===== src/hdl/acc_pkg.sv =====
// package: constants and types of the calibration corrector
// How it works
// - calibration record is eight 16-bit words at even offsets 0x00..0x0E
// - temperature readings at offsets 0x0E/0x0C high, 0x08/0x06 low reference
// - reference factor means measured over nominal voltage, times two to fifteen
// - reference correction multiplies raw result by factor, divides by two to fifteen
// - high reference uses factor at 0x0A, low reference uses 0x04
// - offset word at 0x02 is signed and added to the result
// - gain word at 0x00 scales raw result, then divided by two to fifteen
// - with both corrections, gain first, then offset added
// - divide by doubling raw, 32-bit unsigned product, take upper word
// - segment checksum sits at 0x10C0/0x10C1, covers 0x10C2..0x10FF
// - XOR 31 data words, add checksum word, valid when sum is zero
// - on checksum failure no calibration is applied and failure reported
// - calibration record found by tag 0x08, walked by adding lengths
// - length byte follows tag byte; next tag after that many bytes
package acc_pkg;
  localparam logic [15:0] ACC_SEG_BASE    = 16'h10C0;
  localparam logic [15:0] ACC_SEG_LAST    = 16'h10FF;
  localparam logic [15:0] ACC_FIRST_TAG   = 16'h10C2;
  localparam int          ACC_SEG_WORDS   = 32;
  localparam int          ACC_DATA_WORDS  = 31;
  localparam logic [7:0]  ACC_CAL_TAG     = 8'h08;
  localparam logic [3:0]  ACC_OFS_GAIN    = 4'h0;
  localparam logic [3:0]  ACC_OFS_OFFSET  = 4'h2;
  localparam logic [3:0]  ACC_OFS_LO_REF  = 4'h4;
  localparam logic [3:0]  ACC_OFS_LO_T30  = 4'h6;
  localparam logic [3:0]  ACC_OFS_LO_T85  = 4'h8;
  localparam logic [3:0]  ACC_OFS_HI_REF  = 4'hA;
  localparam logic [3:0]  ACC_OFS_HI_T30  = 4'hC;
  localparam logic [3:0]  ACC_OFS_HI_T85  = 4'hE;
  localparam int          ACC_CAL_WORDS   = 8;
  typedef enum logic [5:0] {
    ACC_ST_IDLE  = 6'b000001,
    ACC_ST_SUM   = 6'b000010,
    ACC_ST_WALK  = 6'b000100,
    ACC_ST_LOAD  = 6'b001000,
    ACC_ST_READY = 6'b010000,
    ACC_ST_FAIL  = 6'b100000
  } acc_state_e;
  typedef enum logic [2:0] {
    ACC_CS_IDLE = 3'b001,
    ACC_CS_MUL  = 3'b010,
    ACC_CS_OUT  = 3'b100
  } acc_cstate_e;
endpackage


===== src/hdl/acc_mul.sv =====
// unsigned 16x16 multiply returning the upper product word, registered
`timescale 1ns/1ns
module acc_mul
  import acc_pkg::*;
(
  // clock and reset
  input  wire logic        i_core_clk,
  input  wire logic        i_reset,
  // operands
  input  wire logic [15:0] i_raw,
  input  wire logic [15:0] i_factor,
  // result
  output logic      [15:0] o_product_upper_word
);
  typedef struct packed {
    logic [15:0] upper;
  } acc_mul_s;
  acc_mul_s    st_r;
  acc_mul_s    st_nxt;
  logic [31:0] prod;

  always_comb begin
    // doubled operand then the upper word equals product over two to fifteen
    prod         = {i_raw[14:0], 1'b0} * i_factor;
    st_nxt       = st_r;
    st_nxt.upper = prod[31:16];
  end

  always_ff @(posedge i_core_clk or posedge i_reset) begin
    if (i_reset) begin
      st_r <= '0;
    end else begin
      st_r <= st_nxt;
    end
  end

  assign o_product_upper_word = st_r.upper;
endmodule


===== src/hdl/acc_top.sv =====
// calibration corrector: segment check, record walk and result correction
`timescale 1ns/1ns
module acc_top
  import acc_pkg::*;
(
  // clock and reset
  input  wire logic        i_core_clk,
  input  wire logic        i_reset,
  // segment read port, one-cycle read latency
  input  wire logic        i_seg_load,
  output logic             o_seg_rd,
  output logic      [15:0] o_seg_addr,
  input  wire logic [15:0] i_seg_word,
  // segment status
  output logic             o_seg_busy,
  output logic             o_seg_valid,
  output logic             o_seg_fail,
  output logic             o_tag_missing,
  // temperature readings
  output logic      [15:0] o_temp_hi_ref_85c,
  output logic      [15:0] o_temp_hi_ref_30c,
  output logic      [15:0] o_temp_lo_ref_85c,
  output logic      [15:0] o_temp_lo_ref_30c,
  // correction request
  input  wire logic        i_start,
  input  wire logic [15:0] i_raw,
  input  wire logic        i_ref_mode,
  input  wire logic        i_ref_level_select,
  input  wire logic        i_gain_en,
  input  wire logic        i_offset_en,
  // correction answer
  output logic             o_busy,
  output logic             o_done,
  output logic      [15:0] o_result,
  output logic             o_cal_applied
);
  typedef struct packed {
    acc_state_e          st;
    logic [4:0]          idx;
    logic                pend;
    logic [15:0]         sum;
    logic [15:0]         csum;
    logic [15:0]         tag;
    logic [3:0]          cidx;
    logic                rd;
    logic [15:0]         addr;
    logic [8*16-1:0]     cal;
    logic                fail;
    logic                missing;
    acc_cstate_e         cs;
    logic [15:0]         res;
    logic                applied;
    logic                done;
  } acc_top_s;

  acc_top_s    st_r;
  acc_top_s    st_nxt;
  logic [15:0] mul_upper;
  logic [15:0] factor;
  logic        usable;

  function automatic logic [15:0] cal_word(input logic [8*16-1:0] c, input logic [3:0] ofs);
    cal_word = c[16*ofs[3:1] +: 16];
  endfunction

  assign usable = (st_r.st == ACC_ST_READY);
  // offset correction needs the raw value through the multiplier with a unit factor
  always_comb begin
    factor = 16'h8000;
    if (usable && i_ref_mode) begin
      factor = i_ref_level_select ? cal_word(st_r.cal, ACC_OFS_HI_REF) : cal_word(st_r.cal, ACC_OFS_LO_REF);
    end else if (usable && i_gain_en) begin
      factor = cal_word(st_r.cal, ACC_OFS_GAIN);
    end
  end

  acc_mul u_mul (
    .i_core_clk           (i_core_clk),
    .i_reset              (i_reset),
    .i_raw                (i_raw),
    .i_factor             (factor),
    .o_product_upper_word (mul_upper)
  );

  always_comb begin
    st_nxt      = st_r;
    st_nxt.rd   = 1'b0;
    st_nxt.done = 1'b0;
    st_nxt.pend = st_r.rd;
    unique case (st_r.st)
      ACC_ST_IDLE, ACC_ST_READY, ACC_ST_FAIL: begin
        if (i_seg_load) begin
          st_nxt.st      = ACC_ST_SUM;
          st_nxt.idx     = 5'h0;
          st_nxt.sum     = 16'h0000;
          st_nxt.addr    = ACC_SEG_BASE;
          st_nxt.rd      = 1'b1;
          st_nxt.fail    = 1'b0;
          st_nxt.missing = 1'b0;
        end
      end
      ACC_ST_SUM: begin
        if (st_r.pend) begin
          if (st_r.addr == ACC_SEG_BASE) begin
            st_nxt.csum = i_seg_word;
          end else begin
            st_nxt.sum = st_r.sum ^ i_seg_word;
          end
          if (st_r.idx == 5'(ACC_DATA_WORDS)) begin
            if (16'(st_r.sum ^ i_seg_word) + st_r.csum != 16'h0000) begin
              st_nxt.st   = ACC_ST_FAIL;
              st_nxt.fail = 1'b1;
            end else begin
              st_nxt.st   = ACC_ST_WALK;
              st_nxt.addr = ACC_FIRST_TAG;
              st_nxt.rd   = 1'b1;
            end
          end else begin
            st_nxt.idx  = st_r.idx + 5'h1;
            st_nxt.addr = st_r.addr + 16'h0002;
            st_nxt.rd   = 1'b1;
          end
        end
      end
      ACC_ST_WALK: begin
        if (st_r.pend) begin
          // words are little endian: tag in low byte, length in high byte
          if (i_seg_word[7:0] == ACC_CAL_TAG) begin
            st_nxt.st   = ACC_ST_LOAD;
            st_nxt.tag  = st_r.addr;
            st_nxt.cidx = 4'h0;
            st_nxt.addr = st_r.addr + 16'h0002;
            st_nxt.rd   = 1'b1;
          end else if (i_seg_word[15:8] == 8'h00 ||
                       17'(st_r.addr) + 17'd2 + 17'(i_seg_word[15:8]) > 17'(ACC_SEG_LAST)) begin
            // an unfound record leaves the segment unusable for correction
            st_nxt.st      = ACC_ST_FAIL;
            st_nxt.missing = 1'b1;
          end else begin
            st_nxt.addr = st_r.addr + 16'h0002 + {8'h00, i_seg_word[15:8]};
            st_nxt.rd   = 1'b1;
          end
        end
      end
      ACC_ST_LOAD: begin
        if (st_r.pend) begin
          st_nxt.cal[16*st_r.cidx[2:0] +: 16] = i_seg_word;
          if (st_r.cidx == 4'(ACC_CAL_WORDS - 1)) begin
            st_nxt.st = ACC_ST_READY;
          end else begin
            st_nxt.cidx = st_r.cidx + 4'h1;
            st_nxt.addr = st_r.addr + 16'h0002;
            st_nxt.rd   = 1'b1;
          end
        end
      end
      default: begin
        st_nxt.st = ACC_ST_IDLE;
      end
    endcase
    unique case (st_r.cs)
      ACC_CS_IDLE: begin
        if (i_start) begin
          st_nxt.cs = ACC_CS_MUL;
        end
      end
      ACC_CS_MUL: begin
        st_nxt.cs      = ACC_CS_OUT;
        st_nxt.applied = usable;
        if (usable && !i_ref_mode && i_offset_en) begin
          st_nxt.res = mul_upper + cal_word(st_r.cal, ACC_OFS_OFFSET);
        end else begin
          st_nxt.res = mul_upper;
        end
      end
      ACC_CS_OUT: begin
        st_nxt.cs   = ACC_CS_IDLE;
        st_nxt.done = 1'b1;
      end
      default: begin
        st_nxt.cs = ACC_CS_IDLE;
      end
    endcase
  end

  always_ff @(posedge i_core_clk or posedge i_reset) begin
    if (i_reset) begin
      st_r    <= '0;
      st_r.st <= ACC_ST_IDLE;
      st_r.cs <= ACC_CS_IDLE;
    end else begin
      st_r <= st_nxt;
    end
  end

  assign o_seg_rd          = st_r.rd;
  assign o_seg_addr        = st_r.addr;
  assign o_seg_busy        = !(st_r.st inside {ACC_ST_IDLE, ACC_ST_READY, ACC_ST_FAIL});
  assign o_seg_valid       = usable;
  assign o_seg_fail        = st_r.fail;
  assign o_tag_missing     = st_r.missing;
  assign o_temp_hi_ref_85c = usable ? cal_word(st_r.cal, ACC_OFS_HI_T85) : 16'h0000;
  assign o_temp_hi_ref_30c = usable ? cal_word(st_r.cal, ACC_OFS_HI_T30) : 16'h0000;
  assign o_temp_lo_ref_85c = usable ? cal_word(st_r.cal, ACC_OFS_LO_T85) : 16'h0000;
  assign o_temp_lo_ref_30c = usable ? cal_word(st_r.cal, ACC_OFS_LO_T30) : 16'h0000;
  assign o_busy            = (st_r.cs != ACC_CS_IDLE);
  assign o_done            = st_r.done;
  assign o_result          = st_r.res;
  assign o_cal_applied     = st_r.applied;
endmodule


===== config.mk =====
export PLATFORM = sky130hd
export DESIGN_NAME = acc_top
export DESIGN_NICKNAME = d
export VERILOG_FILES = /design/src/hdl/acc_pkg.sv /design/src/hdl/acc_mul.sv /design/src/hdl/acc_top.sv
export SDC_FILE = /design/constraint.sdc
export NUM_CORES = 1
export LEC_CHECK = 0
export ABC_AREA = 0
export ABC_CLOCK_PERIOD_IN_PS = 8200
export BUFFER_PORTS_ARGS = -buffer_cell sky130_fd_sc_hd__buf_2
export CAP_MARGIN = 10
export CORE_UTILIZATION = 45
export DETAILED_ROUTE_END_ITERATION = 12
export GPL_ROUTABILITY_DRIVEN = 1
export GPL_TIMING_DRIVEN = 0
export HOLD_SLACK_MARGIN = 0.03
export SLEW_MARGIN = 20
export SYNTH_ARGS = -nofsm -noshare
export SYNTH_HDL_FRONTEND = slang
export SYNTH_SLANG_ARGS = --single-unit
export TNS_END_PERCENT = 100

===== constraint.sdc =====
create_clock -name i_core_clk -period 8.2 [get_ports i_core_clk]
set_input_delay 0.41 -clock i_core_clk [delete_from_list [all_inputs] [get_ports i_core_clk]]
set_output_delay 0.41 -clock i_core_clk [all_outputs]
set_load 0.01 [all_outputs]

# Word level (Yosys, flattened, before mapping)
# Index checks and enable logic that the tools add are counted.
classes:
  magnitude_cmp: 1
  eq_ne: 31
  reduce_logical: 24
  n_shift: 2
  n_mux: 50
  n_div: 0
  n_mul: 1
  n_bitwise: 1
  addsub: 9
ops:
  columns: ["operator", "count"]
  rows:
  - ["2-to-1 mux 16 bit", 11]
  - ["2-to-1 mux 149 bit", 1]
  - ["bitwise mux 128 bit", 1]
  - ["variable shift 16 x 34 -> 128 bit (first input constant)", 1]
  - ["indexed part select 16 x 34 -> 128 bit", 1]
  - ["2-to-1 mux 17 bit", 6]
  - ["one-hot mux 17 bit (4 select lines)", 1]
  - ["2-to-1 mux 21 bit", 2]
  - ["2-to-1 mux 6 bit", 7]
  - ["negator 7 -> 34 bit", 1]
  - ["adder 16 bit", 2]
  - ["2-to-1 mux 32 bit", 1]
  - ["one-hot mux 16 bit (2 select lines)", 1]
  - ["multiplier 15 x 16 -> 31 bit", 1]
  - ["inequality test 2 bit (second input constant)", 14]
  - ["one-hot mux 6 bit (4 select lines)", 1]
  - ["2-to-1 mux 11 bit", 2]
  - ["adder 16 x 2 -> 17 bit (second input constant)", 1]
  - ["adder 17 x 8 -> 17 bit", 1]
  - ["greater-than comparator 17 x 13 -> 1 bit (second input constant)", 1]
  - ["adder 16 x 2 -> 16 bit (second input constant)", 1]
  - ["adder 16 x 8 -> 16 bit", 1]
  - ["== test 16 x 13 -> 1 bit (second input constant)", 1]
  - ["nonzero test 16 bit", 1]
  - ["40 further kinds", 58]
totals:
  out_inout_bits: 104
  memories: 0
  in_bits: 40
  latch_bits: 0
  ramBits: 0
  mem_bits_ro: 0
  register_bits: 232

# Depth between registers and ports, before layout
# Gate-level depths: netlist (run 1).
logic_depth:
  ltp_word: 8
  depth_mapped: 34

# By module
# From an unflattened synthesis (run 1), not the netlist that was laid out.
unflattened:
  cells_unflattened: 2404
  area_unflattened_um2: 21317.9
by_module_without_submodules:
  columns: ["module", "cells_each", "area_per_inst_um2", "seq_area_each_um2", "instances"]
  rows:
  - ["acc_top", 1480, 13026.2, 5407.7, 1]
  - ["acc_mul", 924, 8291.7, 400.4, 1]

# Worst setup path after synthesis (run 1)
# Ideal clock, no wire load.
synth_timing:
  path_type: "register -> register"
  start: "reg st_r[228] in the netlist's numbering"
  end: "reg u_mul.st_r, in the netlist u_mul.o_product_upper_word[15]"
  t_arrival_ns: 7.726
  path_buffers: 3
  path_stages_with_launch: 30
  path_slack_ns: 0.394
  setup_time_ns: 0.080
  synth_period_minus_slack_ns: 7.806
  cell_sequence: "dfrtp_1 nor2_1 and4b_1 nor2b_1 and2_1 clkbuf_1 clkbuf_1 nand2_1 o21ai_0 clkbuf_1 nand2_1 fa_1 fa_1 inv_1 fa_1 fa_1 fa_1 inv_1 fa_1 inv_1 ha_1 a21o_1 a21o_1 a21o_1 a221o_1 a31oi_1 o21ai_0 or3_1 a31oi_1 xnor2_1"
synth_via:
  elab_chain_len: 5
synth_rtl:
  columns: ["item", "line_no", "text"]
  rows:
  - ["start, declared", "acc_top.sv:56", "acc_top_s st_r;"]
  - ["start signal, assigned", "acc_top.sv:192", "st_r <= st_nxt;"]
  - ["== test 6 x 5 -> 1 bit (*)", "acc_top.sv:66", "assign usable = (st_r.st == ACC_ST_READY);"]
  - ["logical AND 1 bit", "acc_top.sv:72", "end else if (usable && i_gain_en) begin"]
  - ["2-to-1 mux 16 bit", "acc_top.sv:72", null]
  - ["2-to-1 mux 16 bit (*)", "acc_top.sv:70", "if (usable && i_ref_mode) begin"]
  - ["multiplier 15 x 16 -> 31 bit (*)", "acc_mul.sv:24", "prod = {i_raw[14:0], 1'b0} * i_factor;"]
  - ["named net u_mul.prod[31]", "acc_mul.sv:20", "logic [31:0] prod;"]
  - ["end signal, assigned", "acc_mul.sv:33", "st_r <= st_nxt;"]
  - ["end, declared", "acc_mul.sv:18", "acc_mul_s st_r;"]
# The timed path passes the listed nets; every way through them passes the cells marked *.
# A chain may end at the register's enable or synchronous reset.

# Worst setup path in the final report (run 1)
layout_timing:
  start: "reg st_r[227] in the netlist's numbering"
  end: "reg u_mul.st_r, in the netlist u_mul.o_product_upper_word[9]"
# Same word-level chain as after synthesis.

==> impl_metrics.csv, run 1 <==
group,metric,value,unit
sta,max-slew-margin-rel,33.3,%
setup_path,worstSetupEndpoint,"u_mul.o_product_upper_word[9]$_DFF_PP0_",
floorplan,die-area,46800,um^2
pwr,power_frac_seq,34.9,%
logic_synthesis,async_reset_ff_share,100,%
floorplan,row_count,78,
sta,setup_viol_count_final,0,
final_layout,final_common_cell,"nand2_1",
min_path,hold_path_class,"primary input to flop",
final_layout,drive_gt1_share,13.4,%
route,initialDrtViolationCount,925,
final_layout,diodes,0,
setup_path,cpMaxStageDelayCell,"fa_1",
final_layout,stdcell_area,23400,um^2
job,drv_cap,0,
global_routing,grt_usage,25.1,%
setup_path,arrival,8.38,ns
logic_synthesis,synth_top_area_share,27.9,%
global_routing,grt_pass1_vias,17000,
setup_path,reg2reg_depth,30,
route,wl_per_cell,18.7,um
final_layout,fill_cells,4267,
pwr,p_leak,11.6,nW
setup_path,r2r-end,"u_mul.o_product_upper_word[9]$_DFF_PP0_",
pwr,max-vdd-ir-drop,0.227,mV
final_layout,final_cell_mix,"nand2_1 (373), inv_1 (234), dfrtp_1 (230), and2_1 (220), fa_1 (183)",
floorplan,io_pins,144,
clocking,clock_path_buffers,3,
global_routing,gr-total-overflow,0,
clocking,cts_buffers,28,
pwr,pwr-share-comb,31.7,%
setup_path,startpoint,"st_r[227]$_DFFE_PP0P_",
final_layout,final_util,51.5,%
logic_synthesis,syn_nets,2650,
setup_path,startpoint_type,"flop",
logic_synthesis,ys_seq_area_share,28.1,%
final_layout,area_growth,13.1,%
pwr,p_clk_share,33.3,%
clocking,ctsRootBufferMaster,"clkbuf_16",
clocking,clock_latency,0.56,ns
floorplan,start_util,45.5,%
floorplan,chipWidth,216,um
sta,finalHoldViolations,0,
sta,fin_skew,0.0185,ns
logic_synthesis,avgSynthCellArea,9.08,um^2
sta,maxSlewViolCount,0,
sta,post-route-period-util,96.9,%
placement,dp_hpwl,44700,um
setup_path,rr_startpoint,"st_r[227]$_DFFE_PP0P_",
sta,fmax,126,MHz
route,post_drt_via_cell_ratio,5.40,
global_routing,grt_pass1_wl,92500,um
clocking,path_clk_slew,0.06,ns
pwr,power.share.switching,33.9,%
logic_synthesis,synth_seq_cells,232,
pwr,p_total,3.90,mW
clocking,clock-sinks,232,
placement,place_area,22100,um^2
clocking,cts-htree-levels,1,
route,drcViolationCount,0,
pwr,switchingPower,1.32,mW
sta,tightestPinTransition,0.992,ns
setup_path,crit_type,"flop to flop",
global_routing,antenna_found_initial,5,
route,drt_pre_antenna_iters,8,
final_layout,nNetsFinal,2816,
logic_synthesis,synth_top_flop_cell,"dfrtp_1",
logic_synthesis,synth-edff-count,0,
route,drt-total-wl,57400,um
pwr,p_int,2.58,mW
setup_path,max_stage_delay,0.54,ns
setup_path,cp_max_fo,10,
setup_path,path_common_cell,"fa_1",
route,ant_nets,0,
logic_synthesis,yosysWarningCount,0,
route,num_vias,16500,
clocking,cts_tree,"built",
logic_synthesis,synth_top_area_cell,"dfrtp_1",
global_routing,grt_max_degree,85,
logic_synthesis,synthCells,2276,
logic_synthesis,yosysUniqueCellTypes,77,
pwr,p_per_area,167,nW/um^2
floorplan,core,45400,um^2
logic_synthesis,syn_area,20700,um^2
floorplan,die_h,216,um
sta,period_needed,7.95,ns
setup_path,cp.required,8.63,ns
placement,gp_congestion,0.899,
logic_synthesis,synth_area_leaders,"dfrtp_1 (28%), fa_1 (18%), ha_1 (9.1%)",
outcome,outcome,"completed",
setup_path,endpoint_kind,"flop",
placement,io_buffers,133,
setup_path,reg2reg_slack,0.25,ns
==> synthesized netlist by cell type (4+ instances only) <==
master,n
nand2_1,374
inv_1,235
dfrtp_1,230
and2_1,221
fa_1,183
ha_1,151
o21ai_0,116
clkbuf_1,110
nor2_1,82
o31ai_1,72
a21oi_1,55
mux2_2,44
xnor2_1,37
xor2_1,33
buf_4,32
nand3_1,30
nor3_1,27
mux2i_1,19
a21o_1,15
nor2b_1,15
nand2b_1,14
o21a_1,13
and3_1,12
a31oi_1,11
o211ai_1,11
or3_1,10
a211oi_1,8
a221o_1,7
nor4_1,7
nand4_1,6
or2_2,6
a21boi_0,5
o22ai_1,5
a211o_1,4
and4_1,4
nand3b_1,4
nor3b_1,4
==> stage by stage <==
stage / hold WS (ns) / TNS, ns / setup WS, ns / instances
finish: 0.141 / 0 / 0.252 / 3063
global route: 0.154 / -0.0628 / -0.0304 / 3063
CTS: 0.129 / 0 / 0.0207 / 3063
detailed placement: 0.398 / -15.69 / -1.62 / 3011
global placement: 0.408 / -292.71 / -1.60 / 3009
floorplan: 0.416 / 0 / 0.394 / 2276
==> worst min-delay path by stage <==
stage          depth (start not counted)                from              endpoint  slack, ns
6_report                               2             i_start  st_r[19]$_DFFE_PP0P_       0.14
5_1_grt                                2             i_start  st_r[19]$_DFFE_PP0P_       0.15
4_1_cts                                2             i_start  st_r[19]$_DFFE_PP0P_       0.13
3_5_place_dp                           0  o_seg_rd$_DFF_PP0_   st_r[220]$_DFF_PP0_       0.40
3_3_place_gp                           0  o_seg_rd$_DFF_PP0_   st_r[220]$_DFF_PP0_       0.41
2_1_floorplan                          0  o_seg_rd$_DFF_PP0_   st_r[220]$_DFF_PP0_       0.42
==> cell type report <==
type | instances | area, um^2 | share of cell area, %
flip-flops and latches | 232 | 5810 | 24.8
multi-input cells | 1658 | 13500 | 57.5
plain buffers | 145 | 739 | 3.16
repair buffers | 142 | 776 | 3.32
inverters | 235 | 890 | 3.81
clock inverters | 10 | 130 | 0.557
well taps | 600 | 751 | 3.21
clock buffers | 41 | 831 | 3.55
==> per-layer routing <==
layer	wire, um	part of all wire, %	vias up	track usage (%)
li1	-	-	7781	-
met1	24800	43	8271	33.6
met2	28500	50	383	43.1
met3	2570	4.5	97	2.99
met4	1480	2.6	6	6.15
met5	43	0.075	-	0
==> cell families (layout without fill, tap and decap cells) <==
kind of cell | count (synthesis) | in the layout | synth area share (%)
compound gates | 358 | 358 | 11.4
mux | 63 | 63 | 3.32
simple gates | 833 | 833 | 19.7
xor+xnor | 70 | 70 | 2.97
fa+ha+maj | 334 | 334 | 26.9
flops | 232 | 232 | 28.1
buf+inv | 386 | 573 | 7.69
==> power groups by stage <==
stage                     Combinational, mW  Sequential [mW]  Clock [mW]
after detailed placement               1.23             1.37           0
final                                  1.24             1.36        1.30
after global routing                   1.37             1.38        1.36
after global placement                 1.21             1.37           0
after floorplan                       0.917             1.35           0
after CTS                              1.23             1.36        1.32
==> what timing repair did <==
item                                    4_1_cts  5_1_grt
endpoints found under the hold margin        64        0
setup buffers                                 3        3
hold buffers                                  1        0
endpoints found under the setup margin       16        8
pin swaps                                     3        8
resized for setup                            68       21
==> worst max-delay path, delay by kind of cell (launching register included) <==
kind | cells | cell delay, ns
AOI/OAI and AO/OA | 7 | 1.62
xor gates and xnor gates | 1 | 0.18
adders and majority gates | 7 | 3.44
buffers and inverters | 7 | 0.80
DFF | 1 | 0.46
and+or+nand+nor | 8 | 1.29
Power figures use the tool's default switching activity.
==> run 2, diff against run 1 <==
--- a/config.mk
+++ b/config.mk
@@ -9,11 +9,15 @@
 export ABC_CLOCK_PERIOD_IN_PS = 8200
 export BUFFER_PORTS_ARGS = -buffer_cell sky130_fd_sc_hd__buf_2
 export CAP_MARGIN = 10
-export CORE_UTILIZATION = 45
+export CELL_PAD_IN_SITES_DETAIL_PLACEMENT = 1
+export CELL_PAD_IN_SITES_GLOBAL_PLACEMENT = 2
+export CORE_UTILIZATION = 36
 export DETAILED_ROUTE_END_ITERATION = 12
 export GPL_ROUTABILITY_DRIVEN = 1
 export GPL_TIMING_DRIVEN = 0
 export HOLD_SLACK_MARGIN = 0.03
+export PLACE_DENSITY_LB_ADDON = 0.1
+export REMOVE_ABC_BUFFERS = 1
 export SLEW_MARGIN = 20
 export SYNTH_ARGS = -nofsm -noshare
 export SYNTH_HDL_FRONTEND = slang
==> impl_metrics.csv, run 2 (synthesized netlist as in run 1, its figures left out) <==
group,metric,value,unit
final_layout,nNetsFinal,2701,
min_path,min_from,"i_start",
sta,fin_skew,0.0170,ns
floorplan,start_util,36.5,%
setup_path,rr_startpoint,"st_r[226]$_DFFE_PP1P_",
final_layout,area_growth,11.8,%
setup_path,cpMaxStageDelayCell,"dfstp_2",
floorplan,io_pins,144,
sta,setup-tns-final,0,ns
pwr,p_leak,11.4,nW
setup_path,reg2reg_slack,0.39,ns
setup_path,cp_max_fo,5,
clocking,cts_buffers,28,
min_path,hold_path_class,"primary input to flop",
sta,rsz0062_at_grt,"false",
setup_path,reg2reg_depth,31,
sta,tightestPinTransition,1.03,ns
pwr,max-vdd-ir-drop,0.157,mV
sta,post-route-period-util,95.2,%
sta,setup_viol_count_final,0,
final_layout,final_cell_mix,"nand2_1 (373), inv_1 (234), dfrtp_1 (230), and2_1 (220), fa_1 (183)",
floorplan,chipWidth,242,um
route,initialDrtViolationCount,729,
setup_path,arrival,8.23,ns
route,post_drt_via_cell_ratio,5.17,
route,drcViolationCount,0,
clocking,clock-sinks,232,
min_path,hold-path-cell-count,2,
sta,fmax,128,MHz
clocking,cts-htree-levels,1,
route,ant_nets,0,
global_routing,grt_pass1_vias,17500,
setup_path,cp.required,8.63,ns
placement,io_buffers,142,
route,drt_pre_antenna_iters,5,
route,wl_per_cell,20.2,um
global_routing,grt_max_degree,93,
pwr,p_per_area,163,nW/um^2
pwr,p_total,3.77,mW
sta,period_needed,7.81,ns
setup_path,r2r-end,"u_mul.o_product_upper_word[13]$_DFF_PP0_",
final_layout,fill_cells,6555,
clocking,cts_tree,"built",
clocking,path_clk_slew,0.06,ns
clocking,ctsRootBufferMaster,"clkbuf_16",
placement,dp_hpwl,47500,um
outcome,outcome,"completed",
setup_path,max_stage_delay,0.57,ns
route,num_vias,16100,
min_path,hold_end,"st_r[19]$_DFFE_PP0P_",
global_routing,grt_pass1_wl,101000,um
route,drt-total-wl,62900,um
floorplan,die-area,58400,um^2
global_routing,gr-total-overflow,0,
global_routing,antenna_found_initial,1,
clocking,clock_path_buffers,3,
floorplan,core,56600,um^2
final_layout,diodes,0,
sta,finalHoldViolations,0,
floorplan,row_count,87,
clocking,clock_latency,0.56,ns
sta,max-slew-margin-rel,30.5,%
setup_path,crit_type,"flop to flop",
setup_path,startpoint_type,"flop",
final_layout,final_common_cell,"nand2_1",
floorplan,die_h,242,um
setup_path,endpoint_kind,"flop",
final_layout,drive_gt1_share,13.0,%
sta,maxSlewViolCount,0,
global_routing,grt_usage,21.9,%
placement,gp_congestion,0.810,
job,drv_cap,0,
run 2: worst max path at each step:
stage,start,to,depth (start not counted)
floorplan,st_r[228]$_DFFE_PP0P_,u_mul.o_product_upper_word[15]$_DFF_PP0_,24
global placement,st_r[229]$_DFFE_PP0P_,u_mul.o_product_upper_word[13]$_DFF_PP0_,28
detailed placement,st_r[229]$_DFFE_PP0P_,u_mul.o_product_upper_word[13]$_DFF_PP0_,30
CTS,st_r[229]$_DFFE_PP0P_,u_mul.o_product_upper_word[13]$_DFF_PP0_,31
global route,st_r[226]$_DFFE_PP1P_,u_mul.o_product_upper_word[15]$_DFF_PP0_,31
finish,st_r[226]$_DFFE_PP1P_,u_mul.o_product_upper_word[13]$_DFF_PP0_,31
run 2: routing by layer:
metal | part of all wire [%] | track usage (%) | up-vias | wire, um
met5 | 0 | 0 | - | 0
met4 | 2.0 | 4.63 | 0 | 1250
met3 | 2.2 | 2.01 | 75 | 1390
met2 | 51 | 39.2 | 189 | 32100
met1 | 45 | 28.5 | 8257 | 28100
li1 | - | - | 7533 | -
run 2: worst max-delay path: cells and delay by family, from the launching register on:
family          cells  cell delay [ns]
simple gates        7             1.11
xor+xnor            1             0.29
fa+ha+maj           7             3.42
flops               1             0.57
compound gates      9             1.82
buf+inv             7             0.47
run 2: final cells by class:
class	count	area (um^2)	area share [%]
tap	756	946	4.09
timing repair buffer	171	1090	4.72
sequential	232	5810	25.1
clock inverter	9	95.1	0.411
multi-input combinational	1659	13500	58.3
clock buffer	43	818	3.54
inverter	235	890	3.85
run 2: repair_timing:
item,in CTS,in global routing
gates resized for setup,12,7
cloned,0,1
pin swaps,3,4
setup buffers,5,3
endpoints found under the hold margin,89,0
setup endpoints to repair,11,3
hold buffers,1,0
run 2: through the flow:
stage | utilization, % | hold slack [ns] | setup slack [ns] | instance area, um^2 | cells
5_1_grt | 40.8 | 0.113 | 0.0131 | 23100 | 3105
6_report | 40.8 | 0.130 | 0.391 | 23100 | 3105
3_5_place_dp | 38.8 | 0.366 | -0.636 | 22000 | 3041
4_1_cts | 40.6 | 0.101 | 0.0617 | 23000 | 3099
2_1_floorplan | - | 0.416 | -0.302 | 20000 | 2125
3_3_place_gp | 38.2 | 0.364 | -4.30 | 21600 | 3023
run 2: power breakdown:
part	total, mW	internal (mW)	switching [mW]
registers	1.38	1.27	0.115
logic	1.14	0.442	0.696
clock network	1.25	0.746	0.503
